==> src/inc/fpm_pkg.sv <==
package fpm_pkg;
   // timing
   localparam int unsigned CLK_HZ         = 100_000_000;
   localparam int unsigned FAST_LIMIT_US  = 2000;
   localparam int unsigned FAST_LIMIT_CYC = FAST_LIMIT_US * (CLK_HZ / 1_000_000);
   // image length codes from master configuration
   localparam logic [1:0] LEN_EXT1  = 2'h0;
   localparam logic [1:0] LEN_EXT2  = 2'h1;
   localparam logic [1:0] LEN_BASIC = 2'h2;
   // last byte index of each image, last fast byte, first message byte
   localparam logic [4:0] LAST_EXT1  = 5'h1f;
   localparam logic [4:0] LAST_EXT2  = 5'h0b;
   localparam logic [4:0] LAST_BASIC = 5'h05;
   localparam logic [4:0] FAST_EXT1  = 5'h0f;
   localparam logic [4:0] FAST_EXT2  = 5'h03;
   localparam logic [4:0] MSG_EXT1   = 5'h10;
   localparam logic [4:0] MSG_EXT2   = 5'h04;
   // byte positions inside images
   localparam logic [4:0] B_OP   = 5'h00;
   localparam logic [4:0] B_FREQ = 5'h02;
   localparam logic [4:0] B_TRQ  = 5'h04;
   localparam logic [4:0] B_CUR1 = 5'h0c;
   // register offsets
   localparam logic [7:0] A_COMM   = 8'h00;
   localparam logic [7:0] A_DRIVE  = 8'h01;
   localparam logic [7:0] A_CMD    = 8'h02;
   localparam logic [7:0] A_STAT   = 8'h03;
   localparam logic [7:0] A_MASK   = 8'h04;
   localparam logic [7:0] A_ACTIVE = 8'h05;
   // comm settings fields
   localparam int unsigned F_CLR  = 8;
   localparam int unsigned F_MAP  = 9;
   localparam int unsigned F_IDX  = 10;
   localparam int unsigned F_CRST = 11;
   localparam int unsigned F_TEN  = 12;
   // drive settings fields
   localparam int unsigned F_CM  = 0;
   localparam int unsigned F_TF  = 3;
   localparam int unsigned F_RF  = 4;
   localparam int unsigned F_RN  = 7;
   localparam int unsigned F_EFS = 10;
   localparam int unsigned F_BER = 12;
   localparam int unsigned F_DSP = 14;
   // reset values
   localparam logic [15:0] COMM_RST  = 16'h0000;
   localparam logic [15:0] DRIVE_RST = 16'h1400;
   // setting values
   localparam logic [6:0] ADDR_MAX  = 7'h7d;
   localparam logic [2:0] SRC_NET   = 3'h3;
   localparam logic [2:0] CM_CLV    = 3'h3;
   localparam logic [2:0] CM_AOLVPM = 3'h6;
   localparam logic [2:0] CM_CLVPM  = 3'h7;
   localparam logic [1:0] ACT_ALARM = 2'h3;
   localparam logic [15:0] CUR_DIV  = 16'h000a;
   // status bits
   localparam int unsigned S_FRAME = 0;
   localparam int unsigned S_LEN   = 1;
   localparam int unsigned S_CLEAR = 2;
   localparam int unsigned S_BUS   = 3;
   localparam int unsigned S_EXT   = 4;
   localparam int unsigned S_ADDR  = 5;
   localparam int unsigned S_W     = 6;
endpackage

==> src/hw/fpm_mapper.sv <==
`timescale 1ns/1ps
`default_nettype none
// Summary of operation
// address 0 or above 125 lights error
// integrator keeps addresses unique, above 2
// bus clear zeroes or holds outputs
// conventional layout only when map is 1
// address, map, index size need power cycle
// initialise resets comm settings if enabled
// image is 32, 12 or 6 bytes
// split image into fast and message bytes
// fast data reaches drive within 2 ms
// master paces messages by handshake
// output image: command, frequency, torque, high first
// input image: status, speed, current, high first
// torque word gated by mode and enable
// current in 0.01 A or 0.1 A
// speed word follows display scaling
// network run and reference need source 3
// external fault method 3 only alarms
// bus error applies selected stop response
// reserved bytes ignored, returned as zero
module fpm_mapper #(
   parameter int unsigned FAST_LIMIT = fpm_pkg::FAST_LIMIT_CYC
) (
   // clock and reset
   input  wire logic        clk_i,
   input  wire logic        resetn_i,
   // register port
   input  wire logic [7:0]  reg_addr_i,
   input  wire logic [15:0] reg_wdata_i,
   input  wire logic        reg_we_i,
   input  wire logic        reg_re_i,
   output logic [15:0]      reg_rdata_o,
   // power supervisor
   input  wire logic        power_up_i,
   // fieldbus images
   input  wire logic [1:0]  img_len_i,
   input  wire logic        rx_valid_i,
   input  wire logic [7:0]  rx_byte_i,
   input  wire logic        rx_last_i,
   input  wire logic        clear_cmd_i,
   input  wire logic        tx_rd_i,
   input  wire logic [4:0]  tx_idx_i,
   output logic [7:0]       tx_byte_o,
   // register messages
   output logic             msg_valid_o,
   output logic [3:0]       msg_idx_o,
   output logic [7:0]       msg_byte_o,
   input  wire logic        rsp_we_i,
   input  wire logic [3:0]  rsp_idx_i,
   input  wire logic [7:0]  rsp_byte_i,
   // drive commands
   output logic [15:0]      op_cmd_o,
   output logic             net_run_en_o,
   output logic [15:0]      freq_ref_o,
   output logic             net_freq_en_o,
   output logic [15:0]      torque_ref_o,
   output logic             torque_ref_en_o,
   output logic [15:0]      torque_lim_o,
   output logic             torque_lim_en_o,
   // drive monitors
   input  wire logic [15:0] drive_status_i,
   input  wire logic [15:0] speed_freq_i,
   input  wire logic [15:0] speed_user_i,
   input  wire logic [15:0] current_i,
   input  wire logic        drive_large_i,
   // faults and indicators
   input  wire logic        ext_fault_i,
   input  wire logic        bus_err_i,
   output logic             stop_req_o,
   output logic [1:0]       stop_mode_o,
   output logic             alarm_o,
   output logic             err_led_o,
   output logic             irq_o
);
   // image geometry
   function automatic logic [4:0] last_of(input logic [1:0] len);
      case (len)
         fpm_pkg::LEN_EXT1:  last_of = fpm_pkg::LAST_EXT1;
         fpm_pkg::LEN_EXT2:  last_of = fpm_pkg::LAST_EXT2;
         default:            last_of = fpm_pkg::LAST_BASIC;
      endcase
   endfunction
   function automatic logic [4:0] msg_of(input logic [1:0] len);
      msg_of = (len == fpm_pkg::LEN_EXT1) ? fpm_pkg::MSG_EXT1 : fpm_pkg::MSG_EXT2;
   endfunction
   function automatic logic [15:0] put(input logic [15:0] w, input logic lo, input logic [7:0] b);
      put = lo ? {w[15:8], b} : {b, w[7:0]};
   endfunction
   function automatic logic [7:0] pick(input logic [15:0] w, input logic lo);
      pick = lo ? w[7:0] : w[15:8];
   endfunction

   // settings and status
   logic [15:0]          comm;
   logic [15:0]          drv;
   logic [fpm_pkg::S_W-1:0] stat;
   logic [fpm_pkg::S_W-1:0] mask;
   logic [15:0]          next_comm;
   logic [15:0]          next_drv;
   logic [fpm_pkg::S_W-1:0] next_stat;
   logic [fpm_pkg::S_W-1:0] next_mask;
   logic [15:0]          next_rdata;
   logic                 fault_clr;
   logic [fpm_pkg::S_W-1:0] evt;
   // power-up copies
   logic [6:0]           act_addr;
   logic                 act_map;
   logic                 act_idx;
   logic                 next_led;
   // frame parser
   logic [4:0]           rx_idx;
   logic [15:0]          stg_op;
   logic [15:0]          stg_freq;
   logic [15:0]          stg_trq;
   logic                 pend;
   logic [17:0]          wait_cnt;
   logic [15:0]          hold_op;
   logic [15:0]          hold_freq;
   logic [15:0]          hold_trq;
   logic [4:0]           next_rx_idx;
   logic [15:0]          next_stg_op;
   logic [15:0]          next_stg_freq;
   logic [15:0]          next_stg_trq;
   logic                 next_pend;
   logic [17:0]          next_wait;
   logic [15:0]          next_hold_op;
   logic [15:0]          next_hold_freq;
   logic [15:0]          next_hold_trq;
   logic                 next_msg_valid;
   logic [3:0]           next_msg_idx;
   logic                 len_ok;
   logic [4:0]           fast_last;
   logic [4:0]           msg_off;
   // answer image
   logic [7:0]           rsp_mem [16];
   logic [7:0]           next_tx;
   logic [15:0]          spd_word;
   logic [15:0]          cur_word;
   logic [4:0]           tx_rel;
   // torque gating and fault responses
   logic                 trq_use;
   logic                 trq_lim;
   logic [2:0]           cm;
   logic                 stop_b;
   logic                 stop_e;
   logic                 alm_b;
   logic                 alm_e;
   logic [1:0]           mode_b;
   logic [1:0]           mode_e;

   assign cm = drv[fpm_pkg::F_CM +: 3];

   // register writes, initialise, sticky status
   always_comb begin
      next_comm = comm;
      next_drv  = drv;
      next_mask = mask;
      next_stat = stat;
      fault_clr = 1'b0;
      if (reg_we_i) begin
         if (reg_addr_i == fpm_pkg::A_COMM) begin
            next_comm = reg_wdata_i;
         end else if (reg_addr_i == fpm_pkg::A_DRIVE) begin
            next_drv = reg_wdata_i;
         end else if (reg_addr_i == fpm_pkg::A_CMD) begin
            if (reg_wdata_i[0]) begin
               next_drv = fpm_pkg::DRIVE_RST;
               if (comm[fpm_pkg::F_CRST]) begin
                  next_comm = fpm_pkg::COMM_RST;
               end
            end
            fault_clr = reg_wdata_i[1];
         end else if (reg_addr_i == fpm_pkg::A_STAT) begin
            next_stat = stat & ~reg_wdata_i[fpm_pkg::S_W-1:0];
         end else if (reg_addr_i == fpm_pkg::A_MASK) begin
            next_mask = reg_wdata_i[fpm_pkg::S_W-1:0];
         end
      end
      next_stat = next_stat | evt;
   end

   // read data, one cycle after the strobe only
   always_comb begin
      next_rdata = 16'h0000;
      if (reg_re_i) begin
         if (reg_addr_i == fpm_pkg::A_COMM) begin
            next_rdata = comm;
         end else if (reg_addr_i == fpm_pkg::A_DRIVE) begin
            next_rdata = drv;
         end else if (reg_addr_i == fpm_pkg::A_STAT) begin
            next_rdata = {10'h000, stat};
         end else if (reg_addr_i == fpm_pkg::A_MASK) begin
            next_rdata = {10'h000, mask};
         end else if (reg_addr_i == fpm_pkg::A_ACTIVE) begin
            next_rdata = {stop_mode_o, alarm_o, stop_req_o, err_led_o, act_idx, act_map, 2'h0, act_addr};
         end
      end
   end

   always_ff @(posedge clk_i or negedge resetn_i) begin
      if (!resetn_i) begin
         comm        <= fpm_pkg::COMM_RST;
         drv         <= fpm_pkg::DRIVE_RST;
         stat        <= '0;
         mask        <= '0;
         reg_rdata_o <= 16'h0000;
         irq_o       <= 1'b0;
      end else begin
         comm        <= next_comm;
         drv         <= next_drv;
         stat        <= next_stat;
         mask        <= next_mask;
         reg_rdata_o <= next_rdata;
         irq_o       <= |(next_stat & next_mask);
      end
   end

   // settings copied only at power up
   assign next_led = (comm[6:0] == 7'h00) || (comm[6:0] > fpm_pkg::ADDR_MAX);
   always_ff @(posedge clk_i or negedge resetn_i) begin
      if (!resetn_i) begin
         act_addr  <= 7'h00;
         act_map   <= 1'b0;
         act_idx   <= 1'b0;
         err_led_o <= 1'b0;
      end else if (power_up_i) begin
         act_addr  <= comm[6:0];
         act_map   <= comm[fpm_pkg::F_MAP];
         act_idx   <= comm[fpm_pkg::F_IDX];
         err_led_o <= next_led;
      end
   end

   // events into status
   always_comb begin
      evt                 = '0;
      evt[fpm_pkg::S_CLEAR] = clear_cmd_i;
      evt[fpm_pkg::S_BUS]   = bus_err_i;
      evt[fpm_pkg::S_EXT]   = ext_fault_i;
      evt[fpm_pkg::S_ADDR]  = power_up_i & next_led;
      evt[fpm_pkg::S_FRAME] = rx_valid_i & rx_last_i & len_ok & act_map & (rx_idx == last_of(img_len_i));
      evt[fpm_pkg::S_LEN]   = rx_valid_i & ~len_ok;
      evt[fpm_pkg::S_LEN]   = evt[fpm_pkg::S_LEN] | (rx_valid_i & rx_last_i & (rx_idx != last_of(img_len_i)));
   end

   // image geometry for the configured length
   assign len_ok    = (img_len_i != 2'h3) && (rx_idx <= last_of(img_len_i));
   assign msg_off   = msg_of(img_len_i);
   assign fast_last = (img_len_i == fpm_pkg::LEN_EXT1) ? fpm_pkg::FAST_EXT1 :
                      (img_len_i == fpm_pkg::LEN_EXT2) ? fpm_pkg::FAST_EXT2 : fpm_pkg::LAST_BASIC;

   // output image parser and fast-data transfer
   always_comb begin
      next_rx_idx    = rx_idx;
      next_stg_op    = stg_op;
      next_stg_freq  = stg_freq;
      next_stg_trq   = stg_trq;
      next_pend      = pend;
      next_wait      = wait_cnt;
      next_hold_op   = hold_op;
      next_hold_freq = hold_freq;
      next_hold_trq  = hold_trq;
      next_msg_valid = 1'b0;
      next_msg_idx   = msg_idx_o;
      if (pend) begin
         next_wait = wait_cnt + 18'h00001;
      end
      if (rx_valid_i) begin
         next_rx_idx = rx_last_i ? 5'h00 : rx_idx + 5'h01;
         if (len_ok && act_map) begin
            if (rx_idx <= fast_last) begin
               if (rx_idx[4:1] == fpm_pkg::B_OP[4:1]) begin
                  next_stg_op = put(stg_op, rx_idx[0], rx_byte_i);
               end else if (rx_idx[4:1] == fpm_pkg::B_FREQ[4:1]) begin
                  next_stg_freq = put(stg_freq, rx_idx[0], rx_byte_i);
               end else if (rx_idx[4:1] == fpm_pkg::B_TRQ[4:1]) begin
                  next_stg_trq = put(stg_trq, rx_idx[0], rx_byte_i);
               end
               if (rx_idx == fast_last) begin
                  next_pend = 1'b1;
                  next_wait = 18'h00000;
               end
            end else begin
               next_msg_valid = 1'b1;
               next_msg_idx   = 4'(rx_idx - msg_off);
            end
         end
         if (rx_last_i && rx_idx != last_of(img_len_i)) begin
            next_pend = 1'b0;
         end
      end
      // frame end or deadline moves fast data to the drive
      if (next_pend && ((rx_valid_i && rx_last_i) || wait_cnt >= 18'(FAST_LIMIT - 1))) begin
         next_pend      = 1'b0;
         next_hold_op   = next_stg_op;
         next_hold_freq = next_stg_freq;
         if (img_len_i != fpm_pkg::LEN_EXT2) begin
            next_hold_trq = next_stg_trq;
         end
      end
      if (clear_cmd_i && !comm[fpm_pkg::F_CLR]) begin
         next_hold_op   = 16'h0000;
         next_hold_freq = 16'h0000;
         next_hold_trq  = 16'h0000;
         next_stg_op    = 16'h0000;
         next_stg_freq  = 16'h0000;
         next_stg_trq   = 16'h0000;
         next_pend      = 1'b0;
      end
   end

   always_ff @(posedge clk_i or negedge resetn_i) begin
      if (!resetn_i) begin
         rx_idx      <= 5'h00;
         stg_op      <= 16'h0000;
         stg_freq    <= 16'h0000;
         stg_trq     <= 16'h0000;
         pend        <= 1'b0;
         wait_cnt    <= 18'h00000;
         hold_op     <= 16'h0000;
         hold_freq   <= 16'h0000;
         hold_trq    <= 16'h0000;
         msg_valid_o <= 1'b0;
         msg_idx_o   <= 4'h0;
         msg_byte_o  <= 8'h00;
      end else begin
         rx_idx      <= next_rx_idx;
         stg_op      <= next_stg_op;
         stg_freq    <= next_stg_freq;
         stg_trq     <= next_stg_trq;
         pend        <= next_pend;
         wait_cnt    <= next_wait;
         hold_op     <= next_hold_op;
         hold_freq   <= next_hold_freq;
         hold_trq    <= next_hold_trq;
         msg_valid_o <= next_msg_valid;
         msg_idx_o   <= next_msg_idx;
         msg_byte_o  <= rx_byte_i;
      end
   end

   // gating of network words toward the drive
   assign trq_use = (cm == fpm_pkg::CM_CLV || cm == fpm_pkg::CM_AOLVPM || cm == fpm_pkg::CM_CLVPM) &&
                    comm[fpm_pkg::F_TEN];
   assign trq_lim = !drv[fpm_pkg::F_TF] || (cm == fpm_pkg::CM_CLVPM);
   always_ff @(posedge clk_i or negedge resetn_i) begin
      if (!resetn_i) begin
         op_cmd_o        <= 16'h0000;
         net_run_en_o    <= 1'b0;
         freq_ref_o      <= 16'h0000;
         net_freq_en_o   <= 1'b0;
         torque_ref_o    <= 16'h0000;
         torque_ref_en_o <= 1'b0;
         torque_lim_o    <= 16'h0000;
         torque_lim_en_o <= 1'b0;
      end else begin
         net_run_en_o    <= drv[fpm_pkg::F_RN +: 3] == fpm_pkg::SRC_NET;
         op_cmd_o        <= (drv[fpm_pkg::F_RN +: 3] == fpm_pkg::SRC_NET) ? hold_op : 16'h0000;
         net_freq_en_o   <= drv[fpm_pkg::F_RF +: 3] == fpm_pkg::SRC_NET;
         freq_ref_o      <= (drv[fpm_pkg::F_RF +: 3] == fpm_pkg::SRC_NET) ? hold_freq : 16'h0000;
         torque_ref_en_o <= trq_use && !trq_lim;
         torque_ref_o    <= (trq_use && !trq_lim) ? hold_trq : 16'h0000;
         torque_lim_en_o <= trq_use && trq_lim;
         torque_lim_o    <= (trq_use && trq_lim) ? hold_trq : 16'h0000;
      end
   end

   // reply bytes for register messages
   always_ff @(posedge clk_i) begin
      if (rsp_we_i) begin
         rsp_mem[rsp_idx_i] <= rsp_byte_i;
      end
   end

   // input image byte selection
   assign spd_word = drv[fpm_pkg::F_DSP] ? speed_user_i : speed_freq_i;
   assign cur_word = drive_large_i ? current_i / fpm_pkg::CUR_DIV : current_i;
   assign tx_rel   = tx_idx_i - msg_off;
   always_comb begin
      next_tx = 8'h00;
      if (tx_rd_i && tx_idx_i <= last_of(img_len_i) && img_len_i != 2'h3 && act_map) begin
         if (tx_idx_i[4:1] == fpm_pkg::B_OP[4:1]) begin
            next_tx = pick(drive_status_i, tx_idx_i[0]);
         end else if (tx_idx_i[4:1] == fpm_pkg::B_FREQ[4:1]) begin
            next_tx = pick(spd_word, tx_idx_i[0]);
         end else if (img_len_i == fpm_pkg::LEN_BASIC && tx_idx_i[4:1] == fpm_pkg::B_TRQ[4:1]) begin
            next_tx = pick(cur_word, tx_idx_i[0]);
         end else if (img_len_i == fpm_pkg::LEN_EXT1 && tx_idx_i[4:1] == fpm_pkg::B_CUR1[4:1]) begin
            next_tx = pick(cur_word, tx_idx_i[0]);
         end else if (img_len_i != fpm_pkg::LEN_BASIC && tx_idx_i >= msg_off) begin
            next_tx = rsp_mem[tx_rel[3:0]];
         end
      end
   end

   always_ff @(posedge clk_i or negedge resetn_i) begin
      if (!resetn_i) begin
         tx_byte_o <= 8'h00;
      end else begin
         tx_byte_o <= next_tx;
      end
   end

   // stop responses to bus error and external fault
   fpm_fault_resp u_bus (
      .clk_i    (clk_i),
      .resetn_i (resetn_i),
      .evt_i    (bus_err_i),
      .method_i (drv[fpm_pkg::F_BER +: 2]),
      .clear_i  (fault_clr),
      .stop_o   (stop_b),
      .alarm_o  (alm_b),
      .mode_o   (mode_b)
   );
   fpm_fault_resp u_ext (
      .clk_i    (clk_i),
      .resetn_i (resetn_i),
      .evt_i    (ext_fault_i),
      .method_i (drv[fpm_pkg::F_EFS +: 2]),
      .clear_i  (fault_clr),
      .stop_o   (stop_e),
      .alarm_o  (alm_e),
      .mode_o   (mode_e)
   );

   // combined stop request, bus error mode first
   always_ff @(posedge clk_i or negedge resetn_i) begin
      if (!resetn_i) begin
         stop_req_o  <= 1'b0;
         stop_mode_o <= 2'h0;
         alarm_o     <= 1'b0;
      end else begin
         stop_req_o  <= stop_b | stop_e;
         stop_mode_o <= stop_b ? mode_b : mode_e;
         alarm_o     <= alm_b | alm_e;
      end
   end
endmodule
`default_nettype wire

==> src/hw/fpm_fault_resp.sv <==
`timescale 1ns/1ps
`default_nettype none
module fpm_fault_resp (
   // clock and reset
   input  wire logic       clk_i,
   input  wire logic       resetn_i,
   // event and response choice
   input  wire logic       evt_i,
   input  wire logic [1:0] method_i,
   input  wire logic       clear_i,
   // response
   output logic            stop_o,
   output logic            alarm_o,
   output logic [1:0]      mode_o
);
   logic       next_stop;
   logic       next_alarm;
   logic [1:0] next_mode;

   // alarm-only keeps running, other methods latch a stop
   always_comb begin
      next_stop  = stop_o;
      next_alarm = alarm_o;
      next_mode  = mode_o;
      if (clear_i) begin
         next_stop  = 1'b0;
         next_alarm = 1'b0;
      end
      if (evt_i) begin
         if (method_i == fpm_pkg::ACT_ALARM) begin
            next_alarm = 1'b1;
         end else if (!stop_o || clear_i) begin
            next_stop = 1'b1;
            next_mode = method_i;
         end
      end
   end

   // response state
   always_ff @(posedge clk_i or negedge resetn_i) begin
      if (!resetn_i) begin
         stop_o  <= 1'b0;
         alarm_o <= 1'b0;
         mode_o  <= 2'h0;
      end else begin
         stop_o  <= next_stop;
         alarm_o <= next_alarm;
         mode_o  <= next_mode;
      end
   end
endmodule
`default_nettype wire

==> config.mk <==
export PLATFORM = sky130hd
export DESIGN_NAME = fpm_mapper
export DESIGN_NICKNAME = d
export VERILOG_FILES = /design/src/inc/fpm_pkg.sv /design/src/hw/fpm_mapper.sv /design/src/hw/fpm_fault_resp.sv
export SDC_FILE = /design/constraint.sdc
export NUM_CORES = 1
export LEC_CHECK = 0
export ABC_AREA = 1
export ABC_CLOCK_PERIOD_IN_PS = 4610
export BUFFER_PORTS_ARGS = -buffer_cell sky130_fd_sc_hd__buf_2
export CAP_MARGIN = 20
export CORE_MARGIN = 10
export CORE_UTILIZATION = 38
export DETAILED_ROUTE_END_ITERATION = 16
export PLACE_DENSITY = 0.52
export SLEW_MARGIN = 30
export SYNTH_ARGS = -nofsm -noshare
export SYNTH_HDL_FRONTEND = slang
export SYNTH_SLANG_ARGS = --single-unit
==> constraint.sdc <==
create_clock -name clk_i -period 4.61 [get_ports clk_i]
set_clock_uncertainty 0.2 [all_clocks]
set_input_delay 0.461 -clock clk_i [delete_from_list [all_inputs] [get_ports clk_i]]
set_output_delay 0.461 -clock clk_i [all_outputs]
set_load 0.005 [all_outputs]
==> impl_metrics.py <==
metrics = {
    "critical_path": {
        "cp.depth": 50,
        "crit-reg2reg-launch": "rx_idx[2]$_DFFE_PN0P_",
        "critPathSlowestCell": "o21ai_4",
        "crit_path_end_kind": "flip-flop",
        "worstSetupEndpoint": "tx_byte_o[0]$_DFF_PN0_",
        "path_class": "in -> reg",
        "cp.arrival_ps": 4900,
        "crit_top_cell": "nand2_4",
        "reg2reg_depth": 16,
        "crit_buf_inv": 6,
        "ff2ff_setup_slack_ps": 1190,
        "r2r-end": "hold_freq[12]$_DFFE_PN0P_",
        "max_stage_delay_ps": 220,
        "crit_fanout": 5,
        "required_ps": 4890,
        "path_delay_family": "simple AND/OR/NAND/NOR gates",
        "worstSetupStartpointType": "input pin",
        "worstSetupStartpoint": "current_i[13]",
    },
    "drt": {
        "first_iter_violations": 1063,
        "ant_nets": 0,
        "avgViaCountPerCell": 5.101,
        "drc": 0,
        "wirelength_mm": 53.26,
        "vias": 14680,
        "drt_first_pass_iters": 5,
        "routedWlPerCell_um": 18.51,
    },
    "synth": {
        "synth_area_um2": 18310,
        "synth_ff_type": "dfrtp_1",
        "synth_edf_count": 128,
        "yosysSeqAreaShare_pct": 60.91,
        "synth-seq-cells": 420,
        "synth_fp_nets": 2052,
        "syn_area_per_cell_um2": 9.586,
        "ys_warn_count": 0,
        "synthCells": 1910,
        "synth_cell_types": 48,
        "async_flop_share_pct": 69.52,
    },
    "flow_run": {
        "maxCapViolCount": 0,
    },
    "place": {
        "place_congestion": 0.8599,
        "dp_cells": 2745,
        "io_buffer_count": 238,
        "hpwl_mm": 36.69,
        "dp_slack_ps": -684.2,
    },
    "global_routing": {
        "grt_pass1_vias": 14640,
        "antenna_found_initial": 3,
        "grt_max_degree": 109,
        "grt_overflow": 0,
        "grt_pass1_wl_mm": 83.35,
        "grtUsageTotal_pct": 18.24,
    },
    "cells_and_area": {
        "drive_gt1_share_pct": 22.52,
        "multi_input_area_um2": 6429,
        "fin_cells": 2877,
        "utilization_pct": 48.17,
        "fin_nets": 2363,
        "regArea_um2": 11150,
        "area.growth.synth_to_final_pct": 25.36,
        "n_fill_cell": 4533,
    },
    "sta": {
        "holdWs_ps": 18.80,
        "fmax_mhz": 216.4,
        "setup_viol": 1,
        "timing.final.ws_setup_ps": -10.25,
        "drv_slew": 0,
        "rsz0062_at_grt": "yes",
        "finalHoldViolations": 0,
        "fin_crit_ps": 4620,
        "post-route-period-util_pct": 100.2,
        "max_slew_margin_pct": 36.85,
        "worst_pin_slew_ps": 943.8,
    },
    "die": {
        "dieArea_um2": 57370,
        "initial_core_util_pct": 38.43,
        "die_h_um": 239.5,
        "core_um2": 47650,
        "ios": 239,
        "dieWidth_um": 239.5,
        "row_count": 80,
    },
    "power_and_ir_drop": {
        "ir_worst_vdd_mv": 0.2857,
        "power.leakage_nw": 10.77,
        "power_per_cell_area_nw_per_um2": 486.8,
        "p_total_mw": 11.17,
    },
    "outcome": {
        "status": "finished with violations",
        "violations": "negative setup slack",
    },
    "clock_tree": {
        "root_buffer": "clkbuf_16",
        "clk_pin_slew_ps": 70,
        "clockBufferDepth": 3,
        "cts_sinks": 420,
        "clock_latency_ps": 580,
        "htree_levels": 2,
        "cts_tree": "built",
        "cts_buffers": 48,
    },
    "worst_hold_path": {
        "holdCritPathClass": "in -> reg",
    },
}
[cell type report]
| class | count | share of cell area [%] |
|---|---|---|
| clock buffers | 65 | 5.996 |
| well taps | 615 | 3.352 |
| diodes | 2 | 0.02180 |
| multi-input cells | 1185 | 28.01 |
| inverters | 236 | 3.936 |
| flip-flops and latches | 420 | 48.59 |
| repair buffers | 330 | 8.912 |
| clock inverters | 24 | 1.183 |
[worst min-delay path, cell delays in order]
cell and delay (ps):
buf_2 130, inv_1 60, nand2_1 50, a21oi_1 50
[per-stage QoR]
step	instance area (um2)	setup TNS [ps]
floorplan	18310	0
global placement	20470	-797.2
detailed placement	20480	-1958
CTS	22520	0
global route	22950	-902.4
finish	22950	-10.25
[Yosys cell counts (all sizes together), types with 4 or more instances]
cell	n	area [um2]
nor4	8	50.05
o31ai	7	52.55
a221oi	14	122.6
a22oi	13	97.59
dfrtp	290	7257
o22ai	32	200.2
xor2	10	87.58
buf	9	37.54
a311oi	4	35.03
edfxtp	128	3844
xnor2	4	35.03
o221ai	12	105.1
nor3	15	75.07
inv	231	867.1
o311ai	4	35.03
ha	14	175.2
nand3b	5	37.54
o21ai	178	920.9
or2	5	31.28
nand2	359	1488
nand4	14	87.58
a211oi	17	127.6
nor2	207	777.0
clkinv	5	18.77
nand3	98	545.5
a31oi	5	31.28
a21oi	137	693.2
a221o	5	50.05
o211ai	5	37.54
clkbuf	60	225.2
[worst min path at each step]
stage / slack (ps) / to / depth (start not counted) / startpoint
after floorplan: -30 / act_addr[0]$_DFFE_PN0P_ / 0 / resetn_i
after global placement: 250 / alarm_o$_DFF_PN0_ / 1 / u_bus.alarm_o$_DFF_PN0_
after detailed placement: 260 / alarm_o$_DFF_PN0_ / 1 / u_ext.alarm_o$_DFF_PN0_
after CTS: 0.7 / rx_idx[0]$_DFFE_PN0P_ / 4 / rx_last_i
after global routing: 30 / mask[1]$_DFF_PN0_ / 3 / reg_wdata_i[1]
final: 20 / rx_idx[0]$_DFFE_PN0P_ / 4 / rx_last_i
[cell families after synthesis]
group                      synth area share (%)
buffers and inverters                     6.273
DFF                                       60.91
xor gates and xnor gates                 0.6696
adders and majority gates                0.9567
AOI/OAI and AO/OA                         14.13
and+or+nand+nor                           17.06
[state kept, by name, summed over array words and instances (netlist names), 7 cells and up]
name / count
act_addr: 7
comm: 16
drv: 16
freq_ref_o: 16
hold_freq: 16
hold_op: 16
hold_trq: 16
msg_byte_o: 8
op_cmd_o: 16
reg_rdata_o: 16
rsp_mem: 128
stg_freq: 16
stg_op: 16
stg_trq: 16
torque_lim_o: 16
torque_ref_o: 16
tx_byte_o: 8
wait_cnt: 18
[where the power goes]
| group | switching, mW | internal (mW) |
|---|---|---|
| logic | 1.64 | 1.05 |
| clock network | 1.56 | 2.38 |
| registers | 0.190 | 4.36 |
[cell usage in the layout, fill, tap and decap left out, types with 8 or more instances in the layout]
| cell | netlist | routed |
|---|---|---|
| nand4_1 | 14 | 14 |
| nand3_4 | 0 | 12 |
| inv_2 | 10 | 16 |
| nor2_1 | 207 | 205 |
| clkinv_1 | 5 | 9 |
| a21oi_1 | 135 | 131 |
| o221ai_1 | 12 | 12 |
| buf_2 | 0 | 234 |
| edfxtp_1 | 128 | 128 |
| nor3_1 | 15 | 14 |
| a22oi_1 | 13 | 13 |
| ha_1 | 14 | 14 |
| dfrtp_1 | 290 | 290 |
| a221oi_1 | 14 | 14 |
| inv_1 | 221 | 210 |
| buf_4 | 1 | 58 |
| nand3_1 | 87 | 74 |
| clkinv_2 | 0 | 8 |
| nand2_1 | 323 | 308 |
| nand2_4 | 10 | 31 |
| nand2_2 | 26 | 20 |
| clkbuf_8 | 0 | 9 |
| o21ai_0 | 165 | 163 |
| nand3_2 | 11 | 12 |
| xor2_1 | 10 | 10 |
| a211oi_1 | 17 | 17 |
| clkbuf_16 | 0 | 49 |
| o22ai_1 | 32 | 32 |
| dlygate4sd3_1 | 0 | 29 |
[timing repair]
item | in CTS | in global routing
endpoints found under the hold margin | 147 | 0
pin swaps | 11 | 40
setup buffers | 2 | 10
setup endpoints to repair | 2 | 4
cloned | 0 | 0
gates resized for setup | 20 | 83
hold buffers | 29 | 0
[metal layers]
metal	GRT usage, %	vias to the layer above	wire length (um)
met4	5.730	2	1335
met3	3.563	89	2969
met1	25.11	7165	24240
li1	-	7052	-
met5	0	-	13
met2	28.44	368	24700
(Power assumes the default switching activity.)
